$ cat src/pdg_pkg.sv
// Package for the dual pulse generator: register map, control fields,
// mode codes and divider masks.
// Assumes a 32-bit Avalon-MM slave with byte addresses, one word per register.

package pdg_pkg;

    // ------------------------------------------------------------------
    // Register byte addresses
    // ------------------------------------------------------------------
    localparam logic [4:0] ADDR_CTRL    = 5'h00;
    localparam logic [4:0] ADDR_CMPA_LO = 5'h04;
    localparam logic [4:0] ADDR_CMPA_HI = 5'h08;
    localparam logic [4:0] ADDR_CMPB_LO = 5'h0C;
    localparam logic [4:0] ADDR_CMPB_HI = 5'h10;
    localparam logic [4:0] ADDR_STATUS  = 5'h14;

    // ------------------------------------------------------------------
    // Control register layout and reset values
    // ------------------------------------------------------------------
    localparam int         CTRL_MODE_LSB = 4;
    localparam int         CTRL_DIV_LSB  = 2;
    localparam logic [7:0] CTRL_RST      = 8'h00;
    localparam logic [7:0] CMP_RST       = 8'h00;

    // Status word layout
    localparam int STAT_OUT_A_BIT = 16;
    localparam int STAT_OUT_B_BIT = 17;

    // ------------------------------------------------------------------
    // Mode codes of the three-bit mode field
    // ------------------------------------------------------------------
    localparam logic [2:0] MODE_OFF    = 3'h0;
    localparam logic [2:0] MODE_SINGLE = 3'h1;
    localparam logic [2:0] MODE_TWIN8  = 3'h2;
    localparam logic [2:0] MODE_TWIN16 = 3'h3;
    localparam logic [2:0] MODE_NRZ    = 3'h4;
    localparam logic [2:0] MODE_DUAL8  = 3'h5;
    localparam logic [2:0] MODE_RZ     = 3'h6;

    // ------------------------------------------------------------------
    // Divider codes and prescaler masks (divide by mask + 1)
    // ------------------------------------------------------------------
    localparam logic [1:0] DIV_1  = 2'h0;
    localparam logic [1:0] DIV_4  = 2'h1;
    localparam logic [1:0] DIV_16 = 2'h2;
    localparam logic [1:0] DIV_64 = 2'h3;

    localparam logic [5:0] MASK_1  = 6'h00;
    localparam logic [5:0] MASK_4  = 6'h03;
    localparam logic [5:0] MASK_16 = 6'h0F;
    localparam logic [5:0] MASK_64 = 6'h3F;

    // Full-range counter limit of the fixed 16-bit and density modes
    localparam logic [15:0] CNT_FULL = 16'hFFFF;

endpackage

$ cat src/pdg_pulse_gen.sv
// Dual pulse generator with pulse-width and sigma-delta density modes.
// Assumes an Avalon-MM master on clk, and pad logic that turns each
// output/enable pair into a port pin (enable low: pin is free for GPIO).
//
// Operation
// [RULE1] Disabled mode releases both outputs so the pins act as plain port pins.
// [RULE2] Single mode: second compare pair sets the waveform period.
// [RULE3] Single mode: first compare pair sets duty threshold of the one output.
// [RULE4] Twin 8-bit mode: second-pair low byte is the shared period.
// [RULE5] Twin 8-bit mode: output A falls when counter equals first-pair low byte.
// [RULE6] Twin 8-bit: B rises at second-pair high, falls at first-pair high.
// [RULE7] Twin 8-bit: zero in second-pair high makes both outputs start together.
// [RULE8] Twin 16-bit: counter runs full 16-bit range, each output own duty.
// [RULE9] Twin 16-bit: A high below first compare, low from equality to wrap.
// [RULE10] Twin 16-bit: B high below second compare, low from equality to wrap.
// [RULE11] Twin 16-bit: both outputs rise together when the counter wraps.
// [RULE12] NRZ density mode: fresh output level on every pulse clock.
// [RULE13] NRZ: each output high exactly compare clocks per 65536, spread evenly.
// [RULE14] Dual 8-bit: A period from second-pair low, B from second-pair high.
// [RULE15] Dual 8-bit: A duty from first-pair low, B from first-pair high.
// [RULE16] Dual 8-bit: both channels share one clock and one divider.
// [RULE17] RZ density mode: same density, each high clock is half high, half low.
// [RULE18] RZ: half-high then half-low pattern inside each pulse clock with a one.
// [RULE19] Software should pick divide-by-four for the RZ density mode.
// [RULE20] Mode field codes: off, single, twin8, twin16, NRZ, dual8, RZ, reserved.
// [RULE21] Any control register write resets the pulse counter.
// [RULE22] Sixteen-bit values: low byte held, high-byte write commits both.
// [RULE23] Divider field scales the pulse clock by 1, 4, 16 or 64.
// [RULE24] Variable-period modes count from zero to the period, then wrap.
// [RULE25] Density modes use a 16-bit accumulator per channel, carry is output.
//
// The Avalon-MM interface to the registers and the register addresses were decided locally.

`timescale 1ns/100ps

module pdg_pulse_gen #(
    parameter int ADDR_W = 5
) (
    // Clock and reset
    input  wire logic              clk,
    input  wire logic              rst_b,
    // Avalon-MM slave
    input  wire logic [ADDR_W-1:0] address,
    input  wire logic              read,
    input  wire logic              write,
    input  wire logic [31:0]       writedata,
    input  wire logic [3:0]        byteenable,
    output logic      [31:0]       readdata,
    output logic                   waitrequest,
    // Pulse output A pin
    output logic                   pulse_output_a_pin_o,
    output logic                   pulse_output_a_pin_oe,
    // Pulse output B pin
    output logic                   pulse_output_b_pin_o,
    output logic                   pulse_output_b_pin_oe
);

    // ------------------------------------------------------------------
    // Elaboration check
    // ------------------------------------------------------------------
    generate
        if (ADDR_W < 5) begin : g_addr_check
            $error("pdg_pulse_gen: ADDR_W must be at least 5");
        end
    endgenerate

    // ------------------------------------------------------------------
    // Functions
    // ------------------------------------------------------------------

    // Prescaler mask for a divider code
    function automatic logic [5:0] div_mask(input logic [1:0] code);
        logic [5:0] m;
        m = pdg_pkg::MASK_1;
        unique case (code)
            pdg_pkg::DIV_1:  m = pdg_pkg::MASK_1;
            pdg_pkg::DIV_4:  m = pdg_pkg::MASK_4;
            pdg_pkg::DIV_16: m = pdg_pkg::MASK_16;
            pdg_pkg::DIV_64: m = pdg_pkg::MASK_64;
        endcase
        return m;
    endfunction

    // Next value of a wrapping up-counter
    function automatic logic [15:0] count_next(input logic [15:0] cur,
                                               input logic [15:0] lim);
        return (cur == lim) ? 16'h0000 : cur + 16'h0001;
    endfunction

    // ------------------------------------------------------------------
    // Registers
    // ------------------------------------------------------------------
    logic [7:0]  ctrl_q;
    logic [7:0]  cmpa_lo_q;
    logic [7:0]  cmpa_hi_q;
    logic [7:0]  cmpb_lo_q;
    logic [7:0]  cmpb_hi_q;
    logic [7:0]  hold_a_q;
    logic [7:0]  hold_b_q;
    logic [5:0]  pre_q;
    logic [15:0] cnt_q;
    logic [15:0] cnt2_q;
    logic [15:0] acc_a_q;
    logic [15:0] acc_b_q;
    logic        sd_a_q;
    logic        sd_b_q;
    logic        out_a_q;
    logic        out_b_q;
    logic        oe_a_q;
    logic        oe_b_q;
    logic        rd_ack_q;
    logic [31:0] readdata_q;

    // ------------------------------------------------------------------
    // Bus decode
    // ------------------------------------------------------------------
    wire logic [4:0] addr_w   = address[4:0];
    wire logic       wr_lane  = write & byteenable[0];
    wire logic       wr_ctrl  = wr_lane & (addr_w == pdg_pkg::ADDR_CTRL);
    wire logic       wr_a_lo  = wr_lane & (addr_w == pdg_pkg::ADDR_CMPA_LO);
    wire logic       wr_a_hi  = wr_lane & (addr_w == pdg_pkg::ADDR_CMPA_HI);
    wire logic       wr_b_lo  = wr_lane & (addr_w == pdg_pkg::ADDR_CMPB_LO);
    wire logic       wr_b_hi  = wr_lane & (addr_w == pdg_pkg::ADDR_CMPB_HI);
    wire logic [7:0] wr_byte  = writedata[7:0];
    wire logic       rd_start = read & ~rd_ack_q;

    // Writes never stall; reads take one wait cycle so data leave a flop
    assign waitrequest = rd_start;
    assign readdata    = readdata_q;

    // ------------------------------------------------------------------
    // Control field decode
    // ------------------------------------------------------------------
    wire logic [2:0] mode = ctrl_q[pdg_pkg::CTRL_MODE_LSB +: 3];   // RULE20
    wire logic [1:0] divc = ctrl_q[pdg_pkg::CTRL_DIV_LSB +: 2];

    wire logic m_single = (mode == pdg_pkg::MODE_SINGLE);
    wire logic m_twin8  = (mode == pdg_pkg::MODE_TWIN8);
    wire logic m_twin16 = (mode == pdg_pkg::MODE_TWIN16);
    wire logic m_nrz    = (mode == pdg_pkg::MODE_NRZ);
    wire logic m_dual8  = (mode == pdg_pkg::MODE_DUAL8);
    wire logic m_rz     = (mode == pdg_pkg::MODE_RZ);

    // Byte-wide modes take low bytes at once; no hidden holding needed
    wire logic m_byte   = m_twin8 | m_dual8;

    // Compare values as 16-bit words
    wire logic [15:0] cmp_a = {cmpa_hi_q, cmpa_lo_q};
    wire logic [15:0] cmp_b = {cmpb_hi_q, cmpb_lo_q};

    // ------------------------------------------------------------------
    // Pulse clock: prescaler tick
    // ------------------------------------------------------------------
    wire logic [5:0] mask   = div_mask(divc);                       // RULE23
    wire logic [5:0] phase  = pre_q & mask;
    wire logic       tick   = (phase == mask);
    wire logic [5:0] pre_d  = (wr_ctrl | tick) ? 6'h00 : pre_q + 6'h01;

    // Prescaler; restarting it with the counter keeps the first period whole
    always_ff @(posedge clk or negedge rst_b) begin
        if (!rst_b) begin
            pre_q <= 6'h00;
        end else begin
            pre_q <= pre_d;
        end
    end

    // ------------------------------------------------------------------
    // Main counter limit per mode
    // ------------------------------------------------------------------
    logic [15:0] limit;
    always_comb begin
        limit = pdg_pkg::CNT_FULL;
        if (m_single) begin
            limit = cmp_b;                                          // RULE2
        end else if (m_twin8 | m_dual8) begin
            limit = {8'h00, cmpb_lo_q};                             // RULE4 RULE14
        end else begin
            limit = pdg_pkg::CNT_FULL;                              // RULE8
        end
    end

    // Second counter serves channel B in the dual 8-bit mode only
    wire logic [15:0] limit2 = {8'h00, cmpb_hi_q};                  // RULE14

    // Both counters advance on the same tick of the shared divider
    wire logic [15:0] cnt_step  = count_next(cnt_q, limit);         // RULE24
    wire logic [15:0] cnt2_step = count_next(cnt2_q, limit2);       // RULE16
    wire logic [15:0] cnt_d     = wr_ctrl ? 16'h0000 :
                                  (tick ? cnt_step : cnt_q);        // RULE21
    wire logic [15:0] cnt2_d    = wr_ctrl ? 16'h0000 :
                                  (tick ? cnt2_step : cnt2_q);      // RULE21

    // Counters
    always_ff @(posedge clk or negedge rst_b) begin
        if (!rst_b) begin
            cnt_q  <= 16'h0000;
            cnt2_q <= 16'h0000;
        end else begin
            cnt_q  <= cnt_d;
            cnt2_q <= cnt2_d;
        end
    end

    // ------------------------------------------------------------------
    // Sigma-delta accumulators
    // ------------------------------------------------------------------
    // A first-order accumulator emits exactly cmp carries per 65536 adds,
    // and spreads them as evenly as a single integrator can.
    wire logic [16:0] sum_a = {1'b0, acc_a_q} + {1'b0, cmp_a};      // RULE25
    wire logic [16:0] sum_b = {1'b0, acc_b_q} + {1'b0, cmp_b};      // RULE25

    // Accumulators step on every pulse clock
    always_ff @(posedge clk or negedge rst_b) begin
        if (!rst_b) begin
            acc_a_q <= 16'h0000;
            acc_b_q <= 16'h0000;
            sd_a_q  <= 1'b0;
            sd_b_q  <= 1'b0;
        end else if (wr_ctrl) begin
            acc_a_q <= 16'h0000;
            acc_b_q <= 16'h0000;
            sd_a_q  <= 1'b0;
            sd_b_q  <= 1'b0;
        end else if (tick) begin
            acc_a_q <= sum_a[15:0];                                 // RULE12
            acc_b_q <= sum_b[15:0];                                 // RULE12
            sd_a_q  <= sum_a[16];                                   // RULE13
            sd_b_q  <= sum_b[16];                                   // RULE13
        end
    end

    // ------------------------------------------------------------------
    // Return-to-zero phase
    // ------------------------------------------------------------------
    // High in the first half of each pulse clock. With divide-by-one no
    // half period exists on clk, so the whole clock stays high there.
    wire logic rz_first_half = (mask == pdg_pkg::MASK_1) |
                               (phase <= (mask >> 1));              // RULE18 RULE19

    // ------------------------------------------------------------------
    // Output levels per mode
    // ------------------------------------------------------------------
    wire logic [7:0] cnt8  = cnt_q[7:0];
    wire logic [7:0] cnt28 = cnt2_q[7:0];

    logic lvl_a;
    logic lvl_b;
    always_comb begin
        lvl_a = 1'b0;
        lvl_b = 1'b0;
        unique case (mode)
            pdg_pkg::MODE_SINGLE: begin
                lvl_b = (cnt_q < cmp_a);                            // RULE3
            end
            pdg_pkg::MODE_TWIN8: begin
                lvl_a = (cnt8 < cmpa_lo_q);                         // RULE5
                lvl_b = (cnt8 >= cmpb_hi_q) &
                        (cnt8 < cmpa_hi_q);                         // RULE6 RULE7
            end
            pdg_pkg::MODE_TWIN16: begin
                lvl_a = (cnt_q < cmp_a);                            // RULE9 RULE11
                lvl_b = (cnt_q < cmp_b);                            // RULE10 RULE11
            end
            pdg_pkg::MODE_NRZ: begin
                lvl_a = sd_a_q;                                     // RULE13
                lvl_b = sd_b_q;                                     // RULE13
            end
            pdg_pkg::MODE_DUAL8: begin
                lvl_a = (cnt8 < cmpa_lo_q);                         // RULE15
                lvl_b = (cnt28 < cmpa_hi_q);                        // RULE15
            end
            pdg_pkg::MODE_RZ: begin
                lvl_a = sd_a_q & rz_first_half;                     // RULE17
                lvl_b = sd_b_q & rz_first_half;                     // RULE17
            end
            default: begin
                lvl_a = 1'b0;                                       // RULE1
                lvl_b = 1'b0;
            end
        endcase
    end

    // Pin ownership: A only in the two-output modes, B in every live mode
    wire logic drv_a = m_twin8 | m_twin16 | m_nrz | m_dual8 | m_rz; // RULE1
    wire logic drv_b = drv_a | m_single;                            // RULE1

    // Registered pin drive, one clock after the counter state
    always_ff @(posedge clk or negedge rst_b) begin
        if (!rst_b) begin
            out_a_q <= 1'b0;
            out_b_q <= 1'b0;
            oe_a_q  <= 1'b0;
            oe_b_q  <= 1'b0;
        end else begin
            out_a_q <= lvl_a & drv_a;
            out_b_q <= lvl_b & drv_b;
            oe_a_q  <= drv_a;                                       // RULE1
            oe_b_q  <= drv_b;                                       // RULE1
        end
    end

    assign pulse_output_a_pin_o  = out_a_q;
    assign pulse_output_a_pin_oe = oe_a_q;
    assign pulse_output_b_pin_o  = out_b_q;
    assign pulse_output_b_pin_oe = oe_b_q;

    // ------------------------------------------------------------------
    // Control register
    // ------------------------------------------------------------------
    always_ff @(posedge clk or negedge rst_b) begin
        if (!rst_b) begin
            ctrl_q <= pdg_pkg::CTRL_RST;
        end else if (wr_ctrl) begin
            ctrl_q <= wr_byte;
        end
    end

    // ------------------------------------------------------------------
    // Compare registers with hidden low-byte holding
    // ------------------------------------------------------------------
    // Low writes park in the holding byte; outside the byte-wide modes the high write commits both so
    // the counter never sees a half-updated 16-bit value.
    always_ff @(posedge clk or negedge rst_b) begin
        if (!rst_b) begin
            hold_a_q  <= pdg_pkg::CMP_RST;
            cmpa_lo_q <= pdg_pkg::CMP_RST;
            cmpa_hi_q <= pdg_pkg::CMP_RST;
        end else if (wr_a_lo) begin
            hold_a_q <= wr_byte;                                    // RULE22
            if (m_byte) begin
                cmpa_lo_q <= wr_byte;
            end
        end else if (wr_a_hi) begin
            cmpa_hi_q <= wr_byte;                                   // RULE22
            if (!m_byte) begin
                cmpa_lo_q <= hold_a_q;                              // RULE22
            end
        end
    end

    // Same scheme for the second pair
    always_ff @(posedge clk or negedge rst_b) begin
        if (!rst_b) begin
            hold_b_q  <= pdg_pkg::CMP_RST;
            cmpb_lo_q <= pdg_pkg::CMP_RST;
            cmpb_hi_q <= pdg_pkg::CMP_RST;
        end else if (wr_b_lo) begin
            hold_b_q <= wr_byte;                                    // RULE22
            if (m_byte) begin
                cmpb_lo_q <= wr_byte;
            end
        end else if (wr_b_hi) begin
            cmpb_hi_q <= wr_byte;                                   // RULE22
            if (!m_byte) begin
                cmpb_lo_q <= hold_b_q;                              // RULE22
            end
        end
    end

    // ------------------------------------------------------------------
    // Read-back
    // ------------------------------------------------------------------
    // Status shows live counter and pin levels; unmapped reads return zero
    wire logic [31:0] status_w = {14'h0000, out_b_q, out_a_q, cnt_q};

    logic [31:0] rd_mux;
    always_comb begin
        rd_mux = 32'h0000_0000;
        unique case (addr_w)
            pdg_pkg::ADDR_CTRL:    rd_mux = {24'h000000, ctrl_q};
            pdg_pkg::ADDR_CMPA_LO: rd_mux = {24'h000000, cmpa_lo_q};
            pdg_pkg::ADDR_CMPA_HI: rd_mux = {24'h000000, cmpa_hi_q};
            pdg_pkg::ADDR_CMPB_LO: rd_mux = {24'h000000, cmpb_lo_q};
            pdg_pkg::ADDR_CMPB_HI: rd_mux = {24'h000000, cmpb_hi_q};
            pdg_pkg::ADDR_STATUS:  rd_mux = status_w;
            default:               rd_mux = 32'h0000_0000;
        endcase
    end

    // Read data captured in the wait cycle, released one cycle later
    always_ff @(posedge clk or negedge rst_b) begin
        if (!rst_b) begin
            rd_ack_q   <= 1'b0;
            readdata_q <= 32'h0000_0000;
        end else begin
            rd_ack_q <= rd_start;
            if (rd_start) begin
                readdata_q <= rd_mux;
            end
        end
    end

endmodule

$ cat config.mk
export PLATFORM = sky130hd
export DESIGN_NAME = pdg_pulse_gen
export DESIGN_NICKNAME = d
export VERILOG_FILES = /design/src/pdg_pkg.sv /design/src/pdg_pulse_gen.sv
export SDC_FILE = /design/constraint.sdc
export NUM_CORES = 1
export LEC_CHECK = 0
export ABC_CLOCK_PERIOD_IN_PS = 3000
export BUFFER_PORTS_ARGS = -buffer_cell sky130_fd_sc_hd__buf_2
export CORE_ASPECT_RATIO = 0.8
export CORE_UTILIZATION = 43
export DETAILED_ROUTE_END_ITERATION = 6
export SYNTH_ARGS = -nofsm -noshare
export SYNTH_HDL_FRONTEND = slang
export SYNTH_SLANG_ARGS = --single-unit
$ cat constraint.sdc
create_clock -name clk -period 3 [get_ports clk]
set_input_delay 0.45 -clock clk [delete_from_list [all_inputs] [get_ports clk]]
set_output_delay 0.45 -clock clk [all_outputs]
set_load 0.01 [all_outputs]
==> flow_summary.toml, run 1 <==
[yosys]
async_flop_share_pct = 100
yosysWarningCount = 0
syn_inst = 1160
yosysTopAreaCell = "dfrtp_1"
yosysTopAreaCellShare_pct = 37.8
ys_ff_latch = 151
yosysMostFrequentCell = "nand2_1"
yosys-top-cells-area = "dfrtp_1 38%, ha_1 11%, nand2_1 6.3%"
syn_avg_cell_area_um2 = 8.61
ys_types = 73
synth-main-ff-cell = "dfrtp_1"
synth_edf_count = 0
synth-seq-area-share_pct = 37.8
synthTopCellsByCount = "167 x nand2_1, 151 x dfrtp_1, 100 x o21ai_0, 97 x a21oi_1, 89 x ha_1"
netlist_area_um2 = 9980

[final_layout]
antennaDiodeCount = 0
layout-drive-gt1-share_pct = 12.4
nets = 1345
area_growth_syn_to_layout_pct = 12.9
fin_cells = 1528
fillers = 2188
post-route-util_pct = 49.8

[floorplan]
coreArea_um2 = 22600
fp-row-count = 49
die_area_um2 = 23800
dieWidth_um = 172
dieHeight_um = 138
start_util_pct = 44.1
io_pins = 82

[critical_path]
startpoint_type = "register"
max_stage_delay_ns = 0.52
worstPathArrival_ns = 3.14
endpoint_kind = "register"
cp_data_required_time_ns = 3.31
cp_slowest_cell = "dfrtp_1"
r2r_start = "cmpb_lo_q[1]$_DFFE_PN0P_"
r2r-end = "sd_b_q$_DFFE_PN0N_"
reg2reg_slack_ns = 0.17
r2r_cells = 8
path_class = "reg -> reg"
worstPathMaxFanout = 5
cp_cell_sequence = "inv_1, fa_1, nor2b_1, o31ai_1, a21oi_1, a211oi_1, or3_1, a2111oi_0"

[timing]
rsz0062_at_grt = "no"
fin_ws_ns = 0.173
worst_pin_slew_ns = 0.747
setup_violations = 0
fin_tns_setup_ns = 0
final_max_slew_viol_count = 0
min_period_ns = 2.83
slew_headroom_pct = 50.2
min_period_over_period_pct = 94.2
clock_skew_ns = 0.0181
clock.fmax_ghz = 0.354
hold_violations = 0

[clock_tree]
htreeDepth = 4
cts_num_sinks = 151
cts-root-buf = "clkbuf_16"
cts_resized = 0
postCtsHoldBufs = 0
cts_buffers = 17
path_clk_slew_ns = 0.07
clock_latency_ns = 0.45
cts_setup_buffers = 0
cts_buffer_depth = 2
tritoncts = "yes"

[global_routing]
overflow = 0
first_global_vias = 7949
grtUsageTotal_pct = 26.2
grt_max_degree = 57
grt_pass1_wl_mm = 46.6
antenna_found_initial = 1

[routing]
firstDrtPassIters = 5
wl_per_cell_um = 19.6
ant_nets = 0
vias_per_cell = 5.73
remaining_drc_errors = 0
wirelength_mm = 29.9
vias = 8748
drt_iter0_markers = 887

[placement]
io_buffer_count = 40
pre_cts_ws_ns = 0.293
place_hpwl_mm = 21.6
place.gp.congestion = 0.967
dp.cells = 1496

[run_status]
status = "complete, no violations"

[power]
power.leakage_nw = 5.30
power_mw = 9.35
powerDensity_nw_per_um2 = 830
irDropWorstVdd_uv = 437

[job]
cap_viol_max_count = 0

[hold_path]
min_path_type = "in -> async"
per-stage QoR:
step	hold WS, ns	instance area [um^2]
floorplan	0.154	10000
global placement	0.455	10700
detailed placement	0.465	10700
CTS	0.00788	11300
global route	0.0287	11300
finish	0.00223	11300
cell type report:
class | instances | area, um^2 | area share (%)
tap | 306 | 383 | 3.40
clock buffer | 19 | 443 | 3.93
timing repair buffer | 90 | 607 | 5.39
clock inverter | 13 | 145 | 1.29
inverter | 43 | 161 | 1.43
multi-input combinational | 906 | 5750 | 51.0
sequential | 151 | 3780 | 33.5
worst max-delay path by stage:
stage	start	end	slack [ns]	cells after the start
6_report	cmpb_lo_q[1]$_DFFE_PN0P_	sd_b_q$_DFFE_PN0N_	0.17	8
5_1_grt	cmpb_lo_q[1]$_DFFE_PN0P_	sd_b_q$_DFFE_PN0N_	0.07	8
4_1_cts	cmpb_lo_q[1]$_DFFE_PN0P_	sd_b_q$_DFFE_PN0N_	0.19	8
3_5_place_dp	cmpb_lo_q[1]$_DFFE_PN0P_	sd_b_q$_DFFE_PN0N_	0.29	8
3_3_place_gp	cmpb_lo_q[1]$_DFFE_PN0P_	sd_b_q$_DFFE_PN0N_	0.26	8
2_1_floorplan	cmpb_lo_q[0]$_DFFE_PN0P_	sd_b_q$_DFFE_PN0N_	0.55	9
routing by layer:
metal,wire length (um),global-route usage [%]
met4,605,7.03
met1,14300,40.0
met3,2900,7.47
met5,0,0
met2,12100,35.4
cell usage in the layout, fill, tap and decap left out, types with 5 or more instances in the layout:
cell type,Yosys,final
nand2_1,167,167
dfrtp_1,151,151
o21ai_0,100,100
a21oi_1,97,97
ha_1,89,89
nor2_1,80,80
buf_4,14,48
inv_1,43,43
buf_2,8,39
nand3_1,36,36
xnor2_1,28,28
nor3_1,26,26
nor2b_1,25,25
a21o_1,19,19
o31ai_1,18,18
mux2_2,17,17
clkbuf_16,0,17
xor2_1,16,16
nand4_1,15,15
and3_1,14,14
conb_1,1,14
nand2b_1,12,12
a211oi_1,11,11
a221oi_1,9,9
and2_1,9,8
a31oi_1,8,8
o21a_1,7,7
nor4_1,6,6
o211ai_1,5,5
a211o_1,5,5
or3_1,5,5
logic make-up (layout without fill, tap and decap cells):
| kind of cell | Yosys count | count (layout) | synth area share (%) |
|---|---|---|---|
| and+or+nand+nor | 422 | 422 | 20.2 |
| AOI/OAI and AO/OA | 317 | 317 | 19.4 |
| DFF | 151 | 151 | 37.8 |
| buffers and inverters | 116 | 165 | 5.06 |
| adders and majority gates | 91 | 91 | 11.6 |
| xor gates and xnor gates | 44 | 44 | 3.86 |
| muxes | 18 | 18 | 2.02 |
| other | 1 | 14 | 0.0376 |
registers in the layout, summed over array words and instances (netlist names), 6 cells and up:
register / count
readdata: 18
acc_a_q: 16
acc_b_q: 16
cnt2_q: 16
cnt_q: 16
cmpa_hi_q: 8
cmpa_lo_q: 8
cmpb_hi_q: 8
cmpb_lo_q: 8
ctrl_q: 8
hold_a_q: 8
hold_b_q: 8
pre_q: 6
critical path, delay by kind of cell, from the launching register on:
family	cells	cell delay [ns]
AO/OA/AOI/OAI	4	0.88
AND/OR/NAND/NOR	2	0.63
flip-flops	1	0.52
adder cells (fa/ha/maj)	1	0.47
buffers and inverters	1	0.21
where the power goes:
group | switching, mW | internal, mW
clock network | 0.938 | 1.26
registers | 0.543 | 2.52
logic | 2.33 | 1.77
No activity file was read; power rests on OpenSTA's default activity.
==> run 2, diff against run 1 <==
--- a/config.mk
+++ b/config.mk
@@ -5,7 +5,7 @@
 export SDC_FILE = /design/constraint.sdc
 export NUM_CORES = 1
 export LEC_CHECK = 0
-export ABC_CLOCK_PERIOD_IN_PS = 3000
+export ABC_CLOCK_PERIOD_IN_PS = 2900
 export BUFFER_PORTS_ARGS = -buffer_cell sky130_fd_sc_hd__buf_2
 export CORE_ASPECT_RATIO = 0.8
 export CORE_UTILIZATION = 43
==> constraint.sdc (replaced) <==
create_clock -name clk -period 2.9 [get_ports clk]
set_input_delay 0.435 -clock clk [delete_from_list [all_inputs] [get_ports clk]]
set_output_delay 0.435 -clock clk [all_outputs]
set_load 0.01 [all_outputs]
==> run 2 against run 1 <==
Net effect: the flow now finishes with violations (hold timing); largest power group unchanged; fmax up 1.6%; clock power up 6%; sequential share of layout area down 0.081 points; register-to-register slack worse by 0.06 ns.
==> flow_summary.toml, run 2 (synthesis results as in run 1) <==
[run_status]
status = "finished, violations left"
violations = "hold timing"

[timing]
slew_headroom_pct = 26.1
setup_violations = 0
hold_violations = 4
fin_tns_setup_ns = 0
min_period_ns = 2.78
final_max_slew_viol_count = 0
whs_ns = -0.00169
min_period_over_period_pct = 96.0
rsz0062_at_grt = "no"
clock.fmax_ghz = 0.359
worst_pin_slew_ns = 1.11
clock_skew_ns = 0.0126

[routing]
drt_iter0_markers = 837
vias = 8734
wirelength_mm = 29.4
remaining_drc_errors = 0
ant_nets = 0
wl_per_cell_um = 19.2
vias_per_cell = 5.71
firstDrtPassIters = 6

[floorplan]
start_util_pct = 44.1
coreArea_um2 = 22600
dieHeight_um = 138
io_pins = 82
die_area_um2 = 23800
dieWidth_um = 172
fp-row-count = 49

[final_layout]
area_growth_syn_to_layout_pct = 13.2
fillers = 2154
antennaDiodeCount = 0
final_common_cell = "nand2_1"
multi_input_area_um2 = 5750
layout-drive-gt1-share_pct = 12.7
nets = 1346
final_cell_mix = "167 x nand2_1, 150 x dfrtp_1, 100 x o21ai_0, 97 x a21oi_1, 89 x ha_1"
largest_reg_flops = 18
ff_latch_area_um2 = 3780
post-route-util_pct = 49.9
fin_cells = 1529

[clock_tree]
htreeDepth = 4
path_clk_slew_ns = 0.07
cts-root-buf = "clkbuf_16"
cts_num_sinks = 151
cts_setup_buffers = 0
tritoncts = "yes"
cts_buffer_depth = 2
postCtsHoldBufs = 0
cts_buffers = 17
clock_latency_ns = 0.45
cts_resized = 0

[power]
power.leakage_nw = 5.32
powerDensity_nw_per_um2 = 861
irDropWorstVdd_uv = 367

[critical_path]
worstPathArrival_ns = 3.09
worstPathMaxFanout = 12
cp_cell_sequence = "or3b_1, nand2_1, o21ai_0, a221oi_1, nand4_2, o21ai_2, nor2_1"
path_class = "reg -> reg"
cp_slowest_cell = "dfrtp_1"
max_stage_delay_ns = 0.57
startpoint_type = "register"
cp_data_required_time_ns = 3.21
endpoint_kind = "register"
reg2reg_slack_ns = 0.12

[hold_path]
min_path_type = "in -> async"

[placement]
dp.cells = 1497
io_buffer_count = 40
place.gp.congestion = 0.940
place_hpwl_mm = 21.4

[global_routing]
antenna_found_initial = 0
first_global_vias = 8009
grtUsageTotal_pct = 25.9
overflow = 0
grt_pass1_wl_mm = 46.2
grt_max_degree = 61

[job]
cap_viol_max_count = 0
run 2: cell count changes in the layout (fill, tap and decap cells not counted):
| cell | before | now |
|---|---|---|
| nor2b_1 | 25 | 24 |
| clkinv_2 | 2 | 0 |
| inv_6 | 4 | 3 |
| inv_8 | 0 | 1 |
| clkbuf_8 | 1 | 3 |
| buf_4 | 48 | 49 |
| dfrtp_2 | 0 | 1 |
| dfrtp_1 | 151 | 150 |
| nor2b_2 | 0 | 1 |
run 2: stage by stage:
step	area (um^2)	hold slack [ns]	worst slack, ns	power (mW)
detailed placement	10700	0.465	0.149	7.32
CTS	11300	0.0166	0.154	9.70
global placement	10700	0.456	0.197	7.24
global route	11300	0.0346	0.00253	10.5
floorplan	10000	0.139	0.446	6.12
finish	11300	-0.00169	0.117	9.72
run 2: cell type report:
cell class,instances,share of cell area [%]
sequential,151,33.5
multi-input combinational,906,50.9
inverter,43,1.43
timing repair buffer,91,5.44
clock inverter,11,1.22
tap,306,3.39
clock buffer,21,4.16
run 2: routing by layer:
metal / global-route usage [%] / vias up / share of wire (%)
li1: - / 4209 / -
met1: 39.0 / 4181 / 49
met2: 35.3 / 289 / 42
met3: 7.21 / 55 / 7.0
met4: 8.06 / 0 / 2.3
met5: 0 / - / 0
run 2: worst max-delay path: cells and delay by family (launching register included):
family / cells / cell delay, ns
simple gates: 4 / 1.03
flops: 1 / 0.57
compound gates: 3 / 1.06
run 2: worst paths after layout:
| path | depth (start not counted) | start | end |
|---|---|---|---|
| worst max-delay path | 7 | ctrl_q[5]$_DFFE_PN0P_ | cnt_q[8]$_DFFE_PN0N_ |
| worst min-delay path | 1 | rst_b | cnt2_q[5]$_DFFE_PN0N_ |
| worst max register to register | 7 | ctrl_q[5]$_DFFE_PN0P_ | cnt_q[8]$_DFFE_PN0N_ |
| worst min register to register | 2 | readdata[10]$_DFFE_PN0P_ | readdata[10]$_DFFE_PN0P_ |
| max in group asynchronous | 2 | rst_b | cmpa_lo_q[1]$_DFFE_PN0P_ |
| min in group clk | 3 | writedata[0] | ctrl_q[0]$_DFFE_PN0P_ |
run 2: report_power, final:
part           switching, mW  internal, mW  leakage (nW)  total (mW)
clock                  0.980          1.35         0.289        2.33
combinational           2.39          1.82          3.16        4.21
sequential             0.573          2.61          1.87        3.18
total                   3.94          5.78          5.32        9.72
